[config.mk]
export PLATFORM = sky130hd
export DESIGN_NAME = etac_regs
export DESIGN_NICKNAME = d
export VERILOG_FILES = /design/src/core/etac_pkg.sv /design/src/core/etac_regs.sv
export SDC_FILE = /design/constraint.sdc
export NUM_CORES = 1
export LEC_CHECK = 0
export ABC_CLOCK_PERIOD_IN_PS = 3200
export BUFFER_PORTS_ARGS = -buffer_cell sky130_fd_sc_hd__buf_2
export CAP_MARGIN = 10
export CORE_ASPECT_RATIO = 1.75
export CORE_MARGIN = 3
export CORE_UTILIZATION = 40
export DETAILED_ROUTE_END_ITERATION = 8
export PLACE_DENSITY = 0.63
export SLEW_MARGIN = 40
export SYNTH_ARGS = -nofsm -noshare
export SYNTH_HDL_FRONTEND = slang
export SYNTH_SLANG_ARGS = --single-unit
[constraint.sdc]
create_clock -name i_core_clk -period 3.2 [get_ports i_core_clk]
set_input_delay 0.64 -clock i_core_clk [delete_from_list [all_inputs] [get_ports i_core_clk]]
set_output_delay 0.64 -clock i_core_clk [all_outputs]
set_load 0.1 [all_outputs]
[src/core/etac_pkg.sv]
// constants and types of the exposure and timing control register bank
package etac_pkg;

  // ---------------------------------------------------------------
  // register byte offsets
  // ---------------------------------------------------------------
  localparam logic [11:0] OFS_AE_EN      = 12'h150;
  localparam logic [11:0] OFS_AG_EN      = 12'h154;
  localparam logic [11:0] OFS_LUMA_TGT   = 12'h158;
  localparam logic [11:0] OFS_MAX_GAIN   = 12'h160;
  localparam logic [11:0] OFS_AE_SPEED   = 12'h174;
  localparam logic [11:0] OFS_AG_SPEED   = 12'h178;
  localparam logic [11:0] OFS_CFR        = 12'h200;
  localparam logic [11:0] OFS_W6_WIDTH   = 12'h240;
  localparam logic [11:0] OFS_W6_HOFS    = 12'h260;
  localparam logic [11:0] OFS_W6_HEIGHT  = 12'h280;
  localparam logic [11:0] OFS_W6_VOFS    = 12'h2A0;
  localparam logic [11:0] OFS_EXP_MODE   = 12'h544;
  localparam logic [11:0] OFS_EXP_TIME   = 12'h548;
  localparam logic [11:0] OFS_LINE_EXT   = 12'h54C;
  localparam logic [11:0] OFS_FRAME_EXT  = 12'h550;
  localparam logic [11:0] OFS_LINE_TIME  = 12'h554;
  localparam logic [11:0] OFS_FRAME_TIME = 12'h558;
  localparam logic [11:0] OFS_LINE_EXTNT = 12'h5A8;
  localparam logic [11:0] OFS_FRM_EXTNT  = 12'h5AC;
  localparam logic [11:0] OFS_MAX_EXP    = 12'h5B0;
  localparam logic [11:0] OFS_SPEED      = 12'h608;
  localparam logic [11:0] OFS_STATUS     = 12'h610;
  localparam logic [11:0] OFS_EXP_APPL   = 12'h614;

  // ---------------------------------------------------------------
  // field widths and reset values
  // ---------------------------------------------------------------
  localparam int WIN_W   = 12;
  localparam int LINE_W  = 13;
  localparam int TIME_W  = 24;
  localparam int GAIN_W  = 10;
  localparam int SPEED_W = 2;
  localparam logic [TIME_W-1:0] RST_MAX_EXP  = 24'hFFFFFF;
  localparam logic [GAIN_W-1:0] RST_MAX_GAIN = 10'h3FF;
  localparam logic [WIN_W-1:0]  RST_LUMA_TGT = 12'h800;
  localparam logic [TIME_W-1:0] RST_EXP_TIME = 24'h0003E8;

  // ---------------------------------------------------------------
  // timing: one microsecond in core clock cycles
  // ---------------------------------------------------------------
  localparam int CLK_PERIOD_NS = 40;
  localparam int US_NS         = 1000;
  localparam int US_CYCLES     = US_NS / CLK_PERIOD_NS;

  // ---------------------------------------------------------------
  // types
  // ---------------------------------------------------------------
  typedef enum logic [1:0] {
    EXP_OFF,
    EXP_PULSE,
    EXP_INTERNAL,
    EXP_EXTERNAL
  } etac_exp_mode_t;

  typedef struct packed {
    logic [WIN_W-1:0] h_offset;
    logic [WIN_W-1:0] width;
    logic [WIN_W-1:0] v_offset;
    logic [WIN_W-1:0] height;
  } etac_window_t;

  typedef struct packed {
    logic              const_rate;
    logic              all_pixels;
    logic              all_lines;
    logic              fast_speed;
    logic              line_ext;
    logic              frame_ext;
    logic [LINE_W-1:0] line_time;
    logic [TIME_W-1:0] frame_time;
  } etac_timing_t;

endpackage

[src/core/etac_regs.sv]
// exposure, frame timing and auto loop control register bank on AHB-Lite
//
// The AHB-Lite register port was chosen for this implementation.
`timescale 1ns/1ns
// What this block does
// - window six width, 12 bits at 0x240
// - window six vertical offset, 12 bits at 0x2A0
// - window six height, 12 bits at 0x280
// - bit 0 at 0x200 enables constant frame rate
// - bit 0 at 0x5A8: active pixels only or all visible pixels
// - bit 0 at 0x5AC: active lines only or all visible lines
// - 2-bit exposure mode: off, trigger width, internal timer, external
// - internal mode exposes for 24-bit microsecond time at 0x548 while auto exposure is off
// - bit 0 at 0x54C stretches every line to programmed line time
// - line time is 13 bits in pixel periods at 0x554
// - bit 0 at 0x550 extends frame time for long integration
// - frame time is 24 bits in microseconds at 0x558
// - bit 0 at 0x608 selects normal or fast speed
// - bit 0 at 0x150 enables auto exposure loop
// - auto exposure kept within 24-bit maximum at 0x5B0
// - exposure loop speed 1x to 4x from two bits at 0x174
// - bit 0 at 0x154 enables auto gain loop
// - auto gain kept within 10-bit maximum at 0x160
// - gain loop speed 1x to 4x from two bits at 0x178
// - window six horizontal offset, 12 bits at 0x260
// - both loops aim at 12-bit luminance target at 0x158
module etac_regs
  import etac_pkg::*;
(
  // clock and reset
  input  wire logic              i_core_clk,
  input  wire logic              i_rst,
  // ahb-lite slave
  input  wire logic              i_hsel,
  input  wire logic [31:0]       i_haddr,
  input  wire logic [1:0]        i_htrans,
  input  wire logic              i_hwrite,
  input  wire logic [2:0]        i_hsize,
  input  wire logic [31:0]       i_hwdata,
  input  wire logic              i_hready,
  output logic                   o_hreadyout,
  output logic                   o_hresp,
  output logic [31:0]            o_hrdata,
  // sensor timing inputs, core clock domain
  input  wire logic              i_frame_start,
  input  wire logic              i_line_start,
  input  wire logic              i_pixel_tick,
  // exposure pins from outside
  input  wire logic              i_trigger,
  input  wire logic              i_ext_exposure,
  // auto loop requests, core clock domain
  input  wire logic [TIME_W-1:0] i_ae_exposure_req,
  input  wire logic [GAIN_W-1:0] i_ag_gain_req,
  // applied settings
  output etac_window_t           o_window6,
  output etac_timing_t           o_timing,
  output logic                   o_exposure_active,
  output logic                   o_line_hold,
  output logic                   o_frame_hold,
  output logic                   o_ae_enable,
  output logic                   o_ag_enable,
  output logic [2:0]             o_ae_step_mult,
  output logic [2:0]             o_ag_step_mult,
  output logic [WIN_W-1:0]       o_luma_target,
  output logic [GAIN_W-1:0]      o_gain_applied
);

  // ---------------------------------------------------------------
  // software-visible registers
  // ---------------------------------------------------------------
  logic                 ae_en;
  logic                 ag_en;
  logic [WIN_W-1:0]     luma_tgt;
  logic [GAIN_W-1:0]    max_gain;
  logic [SPEED_W-1:0]   ae_speed;
  logic [SPEED_W-1:0]   ag_speed;
  etac_window_t         win;
  etac_timing_t         tim;
  etac_exp_mode_t       exp_mode;
  logic [TIME_W-1:0]    exp_time;
  logic [TIME_W-1:0]    max_exp;

  // ---------------------------------------------------------------
  // bus state
  // ---------------------------------------------------------------
  logic                 wr_pend;
  logic                 rd_pend;
  logic [11:0]          bus_addr;
  logic                 bus_hit;
  logic                 addr_take;
  logic [31:0]          next_rdata;

  // ---------------------------------------------------------------
  // exposure and timing state
  // ---------------------------------------------------------------
  logic [4:0]           us_cnt;
  logic                 us_tick;
  logic [TIME_W-1:0]    exp_applied;
  logic [TIME_W-1:0]    next_exp;
  logic [TIME_W-1:0]    exp_cnt;
  logic [LINE_W-1:0]    line_cnt;
  logic [TIME_W-1:0]    frame_cnt;
  logic                 trig_s1;
  logic                 trig_s2;
  logic                 ext_s1;
  logic                 ext_s2;
  etac_exp_mode_t       mode_applied;

  // ---------------------------------------------------------------
  // ahb-lite address phase
  // ---------------------------------------------------------------
  // only word transfers; any other size is still answered okay
  assign addr_take = i_hsel & i_htrans[1] & i_hready;

  always_ff @(posedge i_core_clk) begin
    if (i_rst) begin
      wr_pend  <= 1'b0;
      rd_pend  <= 1'b0;
      bus_addr <= 12'h000;
      bus_hit  <= 1'b0;
    end else begin
      rd_pend <= addr_take & ~i_hwrite;
      if (addr_take) begin
        wr_pend  <= i_hwrite;
        bus_addr <= {i_haddr[11:2], 2'b00};
        bus_hit  <= (i_haddr[31:12] == 20'h00000);
      end else if (o_hreadyout) begin
        wr_pend  <= 1'b0;
      end
    end
  end

  // reads take one wait state so a write just before is visible
  always_ff @(posedge i_core_clk) begin
    if (i_rst) begin
      o_hreadyout <= 1'b1;
      o_hresp     <= 1'b0;
      o_hrdata    <= 32'h00000000;
    end else begin
      o_hresp <= 1'b0;
      if (addr_take && !i_hwrite) begin
        o_hreadyout <= 1'b0;
      end else if (rd_pend) begin
        o_hreadyout <= 1'b1;
        o_hrdata    <= next_rdata;
      end
    end
  end

  // ---------------------------------------------------------------
  // read mux
  // ---------------------------------------------------------------
  always_comb begin
    next_rdata = 32'h00000000;
    if (bus_hit) begin
      case (bus_addr)
        OFS_AE_EN:      next_rdata = {31'h0, ae_en};
        OFS_AG_EN:      next_rdata = {31'h0, ag_en};
        OFS_LUMA_TGT:   next_rdata = {20'h0, luma_tgt};
        OFS_MAX_GAIN:   next_rdata = {22'h0, max_gain};
        OFS_AE_SPEED:   next_rdata = {30'h0, ae_speed};
        OFS_AG_SPEED:   next_rdata = {30'h0, ag_speed};
        OFS_CFR:        next_rdata = {31'h0, tim.const_rate};
        OFS_W6_WIDTH:   next_rdata = {20'h0, win.width};
        OFS_W6_HOFS:    next_rdata = {20'h0, win.h_offset};
        OFS_W6_HEIGHT:  next_rdata = {20'h0, win.height};
        OFS_W6_VOFS:    next_rdata = {20'h0, win.v_offset};
        OFS_EXP_MODE:   next_rdata = {30'h0, exp_mode};
        OFS_EXP_TIME:   next_rdata = {8'h0, exp_time};
        OFS_LINE_EXT:   next_rdata = {31'h0, tim.line_ext};
        OFS_FRAME_EXT:  next_rdata = {31'h0, tim.frame_ext};
        OFS_LINE_TIME:  next_rdata = {19'h0, tim.line_time};
        OFS_FRAME_TIME: next_rdata = {8'h0, tim.frame_time};
        OFS_LINE_EXTNT: next_rdata = {31'h0, tim.all_pixels};
        OFS_FRM_EXTNT:  next_rdata = {31'h0, tim.all_lines};
        OFS_MAX_EXP:    next_rdata = {8'h0, max_exp};
        OFS_SPEED:      next_rdata = {31'h0, tim.fast_speed};
        OFS_STATUS:     next_rdata = {29'h0, o_frame_hold,
                                      o_line_hold, o_exposure_active};
        OFS_EXP_APPL:   next_rdata = {8'h0, exp_applied};
        default:        next_rdata = 32'h00000000;
      endcase
    end
  end

  // ---------------------------------------------------------------
  // register writes, data phase
  // ---------------------------------------------------------------
  // only the documented low bits are stored; upper bits are dropped
  always_ff @(posedge i_core_clk) begin
    if (i_rst) begin
      ae_en    <= 1'b0;
      ag_en    <= 1'b0;
      luma_tgt <= RST_LUMA_TGT;
      max_gain <= RST_MAX_GAIN;
      ae_speed <= 2'h0;
      ag_speed <= 2'h0;
      win      <= '0;
      tim      <= '0;
      exp_mode <= EXP_OFF;
      exp_time <= RST_EXP_TIME;
      max_exp  <= RST_MAX_EXP;
    end else if (wr_pend && bus_hit && o_hreadyout) begin
      case (bus_addr)
        OFS_AE_EN:      ae_en <= i_hwdata[0];
        OFS_AG_EN:      ag_en <= i_hwdata[0];
        OFS_LUMA_TGT:   luma_tgt <= i_hwdata[11:0];
        OFS_MAX_GAIN:   max_gain <= i_hwdata[9:0];
        OFS_AE_SPEED:   ae_speed <= i_hwdata[1:0];
        OFS_AG_SPEED:   ag_speed <= i_hwdata[1:0];
        OFS_CFR:        tim.const_rate <= i_hwdata[0];
        OFS_W6_WIDTH:   win.width <= i_hwdata[11:0];
        OFS_W6_HOFS:    win.h_offset <= i_hwdata[11:0];
        OFS_W6_HEIGHT:  win.height <= i_hwdata[11:0];
        OFS_W6_VOFS:    win.v_offset <= i_hwdata[11:0];
        OFS_EXP_MODE:   exp_mode <= etac_exp_mode_t'(i_hwdata[1:0]);
        OFS_EXP_TIME:   exp_time <= i_hwdata[23:0];
        OFS_LINE_EXT:   tim.line_ext <= i_hwdata[0];
        OFS_FRAME_EXT:  tim.frame_ext <= i_hwdata[0];
        OFS_LINE_TIME:  tim.line_time <= i_hwdata[12:0];
        OFS_FRAME_TIME: tim.frame_time <= i_hwdata[23:0];
        OFS_LINE_EXTNT: tim.all_pixels <= i_hwdata[0];
        OFS_FRM_EXTNT:  tim.all_lines <= i_hwdata[0];
        OFS_MAX_EXP:    max_exp <= i_hwdata[23:0];
        OFS_SPEED:      tim.fast_speed <= i_hwdata[0];
        default:        ae_en <= ae_en;
      endcase
    end
  end

  // ---------------------------------------------------------------
  // frame-boundary shadows
  // ---------------------------------------------------------------
  // a frame never mixes old and new geometry or timing
  always_ff @(posedge i_core_clk) begin
    if (i_rst) begin
      o_window6    <= '0;
      o_timing     <= '0;
      exp_applied  <= RST_EXP_TIME;
      mode_applied <= EXP_OFF;
    end else if (i_frame_start) begin
      o_window6    <= win;
      o_timing     <= tim;
      exp_applied  <= next_exp;
      mode_applied <= exp_mode;
    end
  end

  // auto loop request clamped so it never passes the limit
  always_comb begin
    next_exp = exp_time;
    if (ae_en) begin
      next_exp = (i_ae_exposure_req > max_exp) ?
                 max_exp : i_ae_exposure_req;
    end
  end

  // ---------------------------------------------------------------
  // auto loop controls
  // ---------------------------------------------------------------
  always_ff @(posedge i_core_clk) begin
    if (i_rst) begin
      o_ae_enable    <= 1'b0;
      o_ag_enable    <= 1'b0;
      o_ae_step_mult <= 3'h1;
      o_ag_step_mult <= 3'h1;
      o_luma_target  <= RST_LUMA_TGT;
      o_gain_applied <= 10'h000;
    end else begin
      o_ae_enable    <= ae_en;
      o_ag_enable    <= ag_en;
      o_ae_step_mult <= {1'b0, ae_speed} + 3'h1;
      o_ag_step_mult <= {1'b0, ag_speed} + 3'h1;
      o_luma_target  <= luma_tgt;
      if (ag_en) begin
        o_gain_applied <= (i_ag_gain_req > max_gain) ?
                          max_gain : i_ag_gain_req;
      end
    end
  end

  // ---------------------------------------------------------------
  // microsecond enable
  // ---------------------------------------------------------------
  // restarts at each frame so the first exposure microsecond is whole
  always_ff @(posedge i_core_clk) begin
    if (i_rst || i_frame_start) begin
      us_cnt  <= 5'h00;
      us_tick <= 1'b0;
    end else if (us_cnt == 5'(US_CYCLES - 1)) begin
      us_cnt  <= 5'h00;
      us_tick <= 1'b1;
    end else begin
      us_cnt  <= us_cnt + 5'h01;
      us_tick <= 1'b0;
    end
  end

  // ---------------------------------------------------------------
  // pin synchronisers
  // ---------------------------------------------------------------
  always_ff @(posedge i_core_clk) begin
    if (i_rst) begin
      trig_s1 <= 1'b0;
      trig_s2 <= 1'b0;
      ext_s1  <= 1'b0;
      ext_s2  <= 1'b0;
    end else begin
      trig_s1 <= i_trigger;
      trig_s2 <= trig_s1;
      ext_s1  <= i_ext_exposure;
      ext_s2  <= ext_s1;
    end
  end

  // ---------------------------------------------------------------
  // exposure gate
  // ---------------------------------------------------------------
  // internal timer starts at the frame boundary; granularity 1 us
  always_ff @(posedge i_core_clk) begin
    if (i_rst) begin
      exp_cnt <= 24'h000000;
    end else if (i_frame_start) begin
      exp_cnt <= next_exp;
    end else if (us_tick && exp_cnt != 24'h000000) begin
      exp_cnt <= exp_cnt - 24'h000001;
    end
  end

  always_ff @(posedge i_core_clk) begin
    if (i_rst) begin
      o_exposure_active <= 1'b0;
    end else begin
      case (mode_applied)
        EXP_OFF:      o_exposure_active <= 1'b0;
        EXP_PULSE:    o_exposure_active <= trig_s2;
        EXP_INTERNAL: o_exposure_active <= (exp_cnt != 24'h000000);
        EXP_EXTERNAL: o_exposure_active <= ext_s2;
        default:      o_exposure_active <= 1'b0;
      endcase
    end
  end

  // ---------------------------------------------------------------
  // line stretch
  // ---------------------------------------------------------------
  always_ff @(posedge i_core_clk) begin
    if (i_rst) begin
      line_cnt <= 13'h0000;
    end else if (i_line_start) begin
      line_cnt <= 13'h0000;
    end else if (i_pixel_tick && line_cnt != 13'h1FFF) begin
      line_cnt <= line_cnt + 13'h0001;
    end
  end

  always_ff @(posedge i_core_clk) begin
    if (i_rst) begin
      o_line_hold <= 1'b0;
    end else begin
      o_line_hold <= o_timing.line_ext &&
                     (line_cnt < o_timing.line_time);
    end
  end

  // ---------------------------------------------------------------
  // frame stretch
  // ---------------------------------------------------------------
  // 24-bit microsecond count reaches about 16.7 s
  always_ff @(posedge i_core_clk) begin
    if (i_rst) begin
      frame_cnt <= 24'h000000;
    end else if (i_frame_start) begin
      frame_cnt <= 24'h000000;
    end else if (us_tick && frame_cnt != 24'hFFFFFF) begin
      frame_cnt <= frame_cnt + 24'h000001;
    end
  end

  always_ff @(posedge i_core_clk) begin
    if (i_rst) begin
      o_frame_hold <= 1'b0;
    end else begin
      o_frame_hold <= o_timing.frame_ext &&
                      (frame_cnt < o_timing.frame_time);
    end
  end

endmodule

# Word-level counts from Yosys, hierarchy flattened
# Index checks and enable logic that the tools add are counted.
[classes] addsub=6 mul=0 div_mod_pow=0 order_cmp=4 n_eq_ne=29 shifts=0 muxes=13 n_bitwise=5 n_reduce_logical=41
[op_table] cell="$pmux 24 s23" count=1
[op_table] cell="$eq 10x9->1 const B" count=12
[op_table] cell="$mux 24" count=5
[op_table] cell="$eq 10x7->1 const B" count=6
[op_table] cell="$eq 10x8->1 const B" count=5
[op_table] cell="$reduce_and 2->1" count=22
[op_table] cell="$add 24x1->24 const B" count=1
[op_table] cell="$gt 24x24->1" count=1
[op_table] cell="$lt 24x24->1" count=1
[op_table] cell="$ne 24x24->1 const B" count=1
[op_table] cell="$reduce_bool 24->1" count=1
[op_table] cell="$sub 24x1->24 const B" count=1
[op_table] cell="$logic_not 20->1" count=1
[op_table] cell="$add 13x1->13 const B" count=1
[op_table] cell="$lt 13x13->1" count=1
[op_table] cell="$ne 13x13->1 const B" count=1
[op_table] cell="$gt 10x10->1" count=1
[op_table] cell="$mux 10" count=1
[op_table] cell="$logic_and 1x1->1" count=8
[op_table] cell="$add 2x1->3 const B" count=2
[op_table] cell="$reduce_bool 2->1" count=3
[op_table] cell="$reduce_or 2->1" count=3
[op_table] cell="$add 5x1->5 const B" count=1
[op_table] cell="$eq 5x5->1 const B" count=1
[op_table] cell="other kinds (9)" count=17
[totals] ff_bits=436 latchBits=0 ramBits=0 rom_bits=0 input_bits=113 output_inout_bits=158 word_cells=157 n_memories=0

# Longest topological paths before layout
# Gate-level depths: netlist of the first run.
[depth] ltp_word=5 mapped_depth=11 mapped_depth_nobuf=9

# Worst setup path before layout of the first run
# Ideal clock, no wire load.
[synth_timing] path_type="input to register" start="input i_ae_exposure_req[22]" end="register exp_cnt[3]" setup_time_ns=0.138 arrival_time_ns=2.767 t_required_ns=3.062 setup_slack_ns=0.295 path_stages=8 n_path_buf=1 path_cell_list="ha_1 -> nand4_1 -> or4_1 -> o21bai_1 -> a21oi_1 -> buf_2 -> mux2i_1 -> o221ai_1"
[synth_via] elab_chain_cells=4
[synth_lines] element="from (decl)" line_no="etac_regs.sv:52" text="input wire logic [TIME_W-1:0] i_ae_exposure_req,"
[synth_lines] element="$gt 24x24->1" line_no="etac_regs.sv:253" text="next_exp = (i_ae_exposure_req > max_exp) ?"
[synth_lines] element="$mux 24" line_no="etac_regs.sv:253"
[synth_lines] element="$mux 24" line_no="etac_regs.sv:252" text="if (ae_en) begin"
[synth_lines] element="$mux 24" line_no="etac_regs.sv:323" text="end else if (i_frame_start) begin"
[synth_lines] element="to (signal assigned)" line_no="etac_regs.sv:324" text="exp_cnt <= next_exp;"
[synth_lines] element="to (signal assigned)" line_no="etac_regs.sv:326" text="exp_cnt <= exp_cnt - 24'h000001;"
[synth_lines] element="to (decl)" line_no="etac_regs.sv:100" text="logic [TIME_W-1:0] exp_cnt;"
# Every way passes these cells.
# A chain may end at the register's enable or synchronous reset.

# Worst setup path after layout of the first run
[layout_timing] start="register bus_addr[2]" end="register o_hrdata[0]"
[layout_via] elab_chain_cells=3 elab_cells_between_ends=25 cone_classes="23 x eq/ne; 2 x mux"
[layout_lines] element="from (decl)" line_no="etac_regs.sv:88" text="logic [11:0] bus_addr;"
[layout_lines] element="from (signal assigned)" line_no="etac_regs.sv:125" text="bus_addr <= {i_haddr[11:2], 2'b00};"
[layout_lines] element="$eq 10x9->1, or another cell as far along" line_no="etac_regs.sv:156" text="case (bus_addr)"
[layout_lines] element="$pmux 24 s23 *" line_no="etac_regs.sv:156"
[layout_lines] element="$mux 24 *" line_no="etac_regs.sv:155" text="if (bus_hit) begin"
[layout_lines] element="to (signal assigned)" line_no="etac_regs.sv:145" text="o_hrdata <= next_rdata;"
[layout_lines] element="to (decl)" line_no="etac_regs.sv:43" text="output logic [31:0] o_hrdata,"
# Mark *: on every way between the ends. The rest lies on a longest branch, timed or not.

==> results of run 1 <==
sequential cells by signal, summed over array words and instances (netlist names), 10 cells and up:
register and count:
luma_tgt 12, o_timing 43, max_exp 24, tim 43, exp_cnt 24, win 48
o_hrdata 24, o_gain_applied 10, exp_applied 24, max_gain 10, exp_time 24, frame_cnt 24
bus_addr 10, o_luma_target 12, line_cnt 13, o_window6 48
power by group through the flow:
| stage | Clock (mW) | Combinational, mW | Sequential (mW) |
|---|---|---|---|
| after floorplan | 0 | 0.312 | 5.48 |
| after global placement | 0 | 0.491 | 5.48 |
| after detailed placement | 0 | 0.498 | 5.48 |
| after CTS | 5.22 | 0.499 | 5.36 |
| after global routing | 5.43 | 0.529 | 5.36 |
| final | 5.13 | 0.501 | 5.36 |
worst reg2reg max path, delay by kind of cell, from the launching register on:
kind	cells	cell delay, ns
DFF	1	0.60
AOI/OAI and AO/OA	4	0.94
and+or+nand+nor	3	0.96
buffers and inverters	1	0.22
metrics by stage:
step	utilization (%)	total power, mW
global route	47.8	11.3
detailed placement	44.9	5.98
CTS	47.8	11.1
finish	47.8	11.0
global placement	44.9	5.97
floorplan	-	5.79
cells in the final DEF (no fill, tap or decap), types with 33 or more instances in the layout:
cell	count
ha_1	76
dfxtp_1	428
nand4_1	33
a21oi_1	176
nand2_1	458
nand3_1	72
o21ai_0	46
mux2i_1	116
inv_1	85
o211ai_1	49
buf_2	245
clkbuf_16	42
nor2_1	211
a22oi_1	52
buf_4	58
final cells by class:
| cell class | instances | area (µm²) | share of cell area [%] |
|---|---|---|---|
| sequential | 428 | 8570 | 37.4 |
| timing repair buffer | 311 | 1810 | 7.89 |
| multi-input combinational | 1674 | 9990 | 43.6 |
| clock buffer | 55 | 1160 | 5.07 |
| tap | 648 | 811 | 3.54 |
| clock inverter | 16 | 235 | 1.03 |
| inverter | 86 | 323 | 1.41 |
cell families after synthesis:
group	after synthesis
AND/OR/NAND/NOR	955
AO/OA/AOI/OAI	441
flip-flops	428
buffers and inverters	248
multiplexers	143
adder cells (fa/ha/maj)	76
XOR/XNOR	50
other	1
worst max-delay path by stage:
stage	to	slack, ns	cells past startpoint
after CTS	o_hrdata[0]	0.40	8
after global routing	exp_cnt[7]	0.24	9
after global placement	exp_cnt[19]	0.18	9
after detailed placement	exp_cnt[4]	0.13	9
after floorplan	exp_cnt[3]	0.30	8
final	o_hrdata[0]	0.39	8
routing by layer:
metal	GRT usage [%]	vias to the layer above
li1	-	8487
met1	27.5	8486
met2	47.4	782
met3	3.10	218
met4	18.2	0
met5	0	-
==> impl_metrics.json, run 1 <==
{
  "status": "complete, no violations",
  "grt_overflow": 0,
  "critPathKind": "reg -> reg",
  "post_cts_buffers": 0,
  "port_buffers": 247,
  "drtPass1Iterations": 5,
  "core_um2": 47900,
  "fp-row-count": 106,
  "avgSynthCellArea_um2": 8.31,
  "cts_max_level": 2,
  "synthAdderAreaFrac_pct": 4.89,
  "grt_pass1_vias": 17860,
  "initial_utilization_pct": 40.6,
  "yosysTopAreaCell": "dfxtp_1",
  "hold_violations": 0,
  "clk_pin_slew_ns": 0.07,
  "hp-start": "i_hwrite",
  "grt_pass1_wl_um": 105000,
  "drv_slew": 0,
  "synth_compound_area_share_pct": 14.2,
  "cts_made_buffers": 42,
  "ys_seq_area_share_pct": 44.0,
  "path_buf_inv": 1,
  "syn_inst": 2342,
  "gp_congestion": 0.934,
  "critical_path.slowest_cell": "dfxtp_1",
  "final_cell_area_um2": 22900,
  "viasPerCell": 5.59,
  "period_share_pct": 87.9,
  "cts.sinks": 428,
  "routedLengthMet1_um": 24600,
  "hold-path-cell-count": 2,
  "synth_top_family_by_area": "simple AND/OR/NAND/NOR gates",
  "crit_family": "simple AND/OR/NAND/NOR gates",
  "synth.top_cell.area_share_pct": 44.0,
  "dr.first_iter.drc_count": 1453,
  "setup_tns_ns": 0,
  "synth_area_leaders": "dfxtp_1 (44%), nand2_1 (8.8%), mux2i_1 (6.0%)",
  "cellPowerDensity_nw_per_um2": 480,
  "switchingPower_mw": 2.55,
  "place_ws_ns": 0.132,
  "async_flop_share_pct": 0,
  "dpl.cell_count": 3147,
  "critPathMaxFanout": 11,
  "drtAntennaViolNets": 0,
  "synth.yosys.warnings": 0,
  "synth_xor_area_share_pct": 2.25,
  "drive_gt1_share_pct": 16.6,
  "drt-total-wl_um": 69300,
  "gr-usage-all-layers_pct": 25.9,
  "syn_area_um2": 19500,
  "layout.nets": 2732,
  "rsz0062_at_grt": "false",
  "syn2layout_area_growth_pct": 17.6,
  "hold-worst-slack_ns": 0.298,
  "worstReg2RegEnd": "o_hrdata[0]",
  "cp-end-kind": "register",
  "peakVddDrop_uv": 387,
  "fillers": 4645,
  "r2r-start": "bus_addr[2]",
  "post-synth-top-count-cell": "nand2_1",
  "placed_area_um2": 21500,
  "synth_mux_area_share_pct": 7.53,
  "max-slew-margin-rel_pct": 36.8,
  "holdPathEnd": "rd_pend",
  "intPower_mw": 8.45,
  "num_io_pins": 271,
  "synth_common_cells": "nand2_1 (458), dfxtp_1 (428), nor2_1 (212), a21oi_1 (177), clkbuf_1 (129)",
  "cp-startpoint": "bus_addr[2]",
  "routed-wl-met3_um": 3650,
  "worstHoldPathType": "in -> reg",
  "path_cells": "nor3_1 -> buf_4 -> a22oi_1 -> o2bb2ai_1 -> a221oi_1 -> nand3_1 -> nor4bb_1 -> o21ai_1",
  "ctsLongestPathBuffers": 3,
  "start_kind": "register",
  "drc": 0,
  "drv_cap": 0,
  "die_y_um": 298,
  "r2r_slack_ns": 0.39,
  "synth.distinct_cells": 69,
  "arrival_ns": 3.26,
  "ctsHoldBuffers": 0,
  "top_layer_used": "met4",
  "root_buffer": "clkbuf_16",
  "synth_edf_count": 0,
  "power_frac_comb_pct": 4.6,
  "worst_path_largest_cell_delay_ns": 0.60,
  "antenna_found_initial": 0,
  "synth-simple-area-share_pct": 22.0,
  "dpl.hpwl_um": 51900,
  "reg2reg_depth": 8,
  "crit_required_ns": 3.65,
  "cts.repair.resized": 0,
  "wl_per_cell_um": 21.5,
  "post-route-worst-setup-slack_ns": 0.386,
  "tightest_slew_ns": 0.939,
  "period_needed_ns": 2.81,
  "wl_met2_um": 35400,
  "ys_ff_latch": 428,
  "instances_no_fill": 3218,
  "p_seq_share_pct": 48.8,
  "fmax_ghz": 0.355,
  "grt_max_degree": 158,
  "synth_ff_type": "dfxtp_1",
  "antennaDiodeCount": 0,
  "setup_viol": 0,
  "dieWidth_um": 173,
  "clockPowerShare_pct": 46.6,
  "skew_ns": 0.0274,
  "clkLatencyLatePin_ns": 0.57,
  "detailroute.via_count": 17973,
  "die_area_um2": 51400,
  "switching_share_pct": 23.2,
  "cts_tree": "yes",
  "p_leak_nw": 9.41
}
No activity file was read; power rests on OpenSTA's default activity.
==> run 2: changes to the inputs <==
--- a/config.mk
+++ b/config.mk
@@ -8,11 +8,14 @@
 export ABC_CLOCK_PERIOD_IN_PS = 3200
 export BUFFER_PORTS_ARGS = -buffer_cell sky130_fd_sc_hd__buf_2
 export CAP_MARGIN = 10
+export CELL_PAD_IN_SITES_DETAIL_PLACEMENT = 0
+export CELL_PAD_IN_SITES_GLOBAL_PLACEMENT = 1
 export CORE_ASPECT_RATIO = 1.75
 export CORE_MARGIN = 3
 export CORE_UTILIZATION = 40
 export DETAILED_ROUTE_END_ITERATION = 8
-export PLACE_DENSITY = 0.63
+export PLACE_DENSITY = 0.79
+export REMOVE_ABC_BUFFERS = 1
 export SLEW_MARGIN = 40
 export SYNTH_ARGS = -nofsm -noshare
 export SYNTH_HDL_FRONTEND = slang
==> run 2 against run 1 <==
- first-iteration DRC count down 1.8%
- register-to-register slack worse by 0.17 ns
- power up 2.9%
- critical path type unchanged
- largest power group is now the clock network
- highest routed layer is now met5
==> impl_metrics.json, run 2 (same netlist as run 1, synthesis figures left out) <==
{
  "drv_slew": 0,
  "grt_overflow": 0,
  "critPathMaxFanout": 10,
  "ctsHoldBuffers": 0,
  "viasPerCell": 5.50,
  "port_buffers": 247,
  "top_regs": "o_window6: 48 flops, win: 48 flops",
  "multi_input_area_um2": 10000,
  "fillers": 4698,
  "grt_pass1_vias": 17321,
  "crit_required_ns": 3.69,
  "clk_pin_slew_ns": 0.07,
  "grt_max_degree": 199,
  "cellPowerDensity_nw_per_um2": 490,
  "tightest_slew_ns": 0.781,
  "cts_tree": "yes",
  "drtAntennaViolNets": 0,
  "start_kind": "register",
  "fmax_ghz": 0.335,
  "die_area_um2": 51400,
  "p_leak_nw": 9.52,
  "hold_violations": 0,
  "period_share_pct": 93.2,
  "die_y_um": 298,
  "grt_pass1_wl_um": 103000,
  "detailroute.via_count": 17815,
  "max-slew-margin-rel_pct": 47.2,
  "dieWidth_um": 173,
  "skew_ns": 0.00943,
  "drt-total-wl_um": 67800,
  "finalPower_mw": 11.3,
  "syn2layout_area_growth_pct": 18.6,
  "num_io_pins": 271,
  "gp_congestion": 0.884,
  "drc": 0,
  "final-seq-area_um2": 8570,
  "setup_viol": 0,
  "final_cell_area_um2": 23100,
  "layout_common_cells": "nand2_1 (458), dfxtp_1 (428), buf_2 (245)",
  "critPathKind": "reg -> reg",
  "placed_area_um2": 21600,
  "gr-usage-all-layers_pct": 25.4,
  "drtPass1Iterations": 5,
  "period_needed_ns": 2.98,
  "cts_max_level": 2,
  "core_um2": 47900,
  "initial_utilization_pct": 40.6,
  "peakVddDrop_uv": 445,
  "dpl.hpwl_um": 50400,
  "post_cts_buffers": 0,
  "clkLatencyLatePin_ns": 0.55,
  "fp-row-count": 106,
  "ctsLongestPathBuffers": 3,
  "worstHoldPathType": "in -> reg",
  "cts.sinks": 428,
  "cts.repair.resized": 0,
  "drive_gt1_share_pct": 17.2,
  "arrival_ns": 3.47,
  "wl_per_cell_um": 20.9,
  "dr.first_iter.drc_count": 1427,
  "antenna_found_initial": 8,
  "rsz0062_at_grt": "false",
  "cp-end-kind": "register",
  "root_buffer": "clkbuf_16",
  "drv_cap": 0,
  "final_common_cell": "nand2_1",
  "cts_made_buffers": 41,
  "status": "complete, no violations",
  "layout.nets": 2745
}
[run 2: metal layers]
metal	wire (µm)	global-route usage [%]	vias up	share of wire, %
met5	27	0	-	0.040
met4	3200	11.2	4	4.7
met3	3590	3.46	150	5.3
met2	35400	47.3	603	52
met1	25600	28.5	8529	38
li1	-	-	8529	-
[run 2: power breakdown]
| group | total [mW] | internal [mW] | switching [mW] | leakage (nW) |
|---|---|---|---|---|
| Clock | 5.44 | 3.27 | 2.17 | 0.720 |
| Sequential | 5.36 | 5.34 | 0.0210 | 3.45 |
| Combinational | 0.505 | 0.148 | 0.357 | 5.35 |
| Total | 11.3 | 8.76 | 2.55 | 9.52 |
[run 2: layout make-up]
type / count / share of cell area [%]
Clock buffer: 52 / 4.80
Timing Repair Buffer: 325 / 8.15
Sequential cell: 428 / 37.1
Antenna cell: 6 / 0.0650
Tap cell: 648 / 3.51
Clock inverter: 20 / 1.61
Inverter: 86 / 1.40
Multi-Input combinational cell: 1674 / 43.4
[run 2: worst paths after layout]
path                from                end  slack [ns]  cells past startpoint
max          bus_addr[7]        o_hrdata[4]        0.22                      6
min             i_hwrite            rd_pend        0.30                      2
max reg2reg  bus_addr[7]        o_hrdata[4]        0.22                      6
min reg2reg  ag_speed[0]  o_ag_step_mult[0]        0.45                      1
[run 2: through the flow]
step | utilization [%] | hold slack [ns] | std cells | TNS (ns) | setup WS (ns)
2_1_floorplan | - | 0.388 | 2188 | -27.16 | -0.524
3_3_place_gp | 45.0 | 0.436 | 3160 | 0 | 0.108
3_5_place_dp | 45.0 | 0.437 | 3160 | 0 | 0.0526
4_1_cts | 48.1 | 0.275 | 3232 | 0 | 0.234
5_1_grt | 48.2 | 0.291 | 3235 | 0 | 0.120
6_report | 48.2 | 0.300 | 3239 | 0 | 0.218
[run 2: critical path, cell delays in order (launching register included)]
cell,delay (ns)
dfxtp_1,0.43
nor4b_2,0.61
nor4b_4,0.65
a211oi_1,0.19
a311oi_1,0.62
buf_4,0.28
a22o_1,0.13
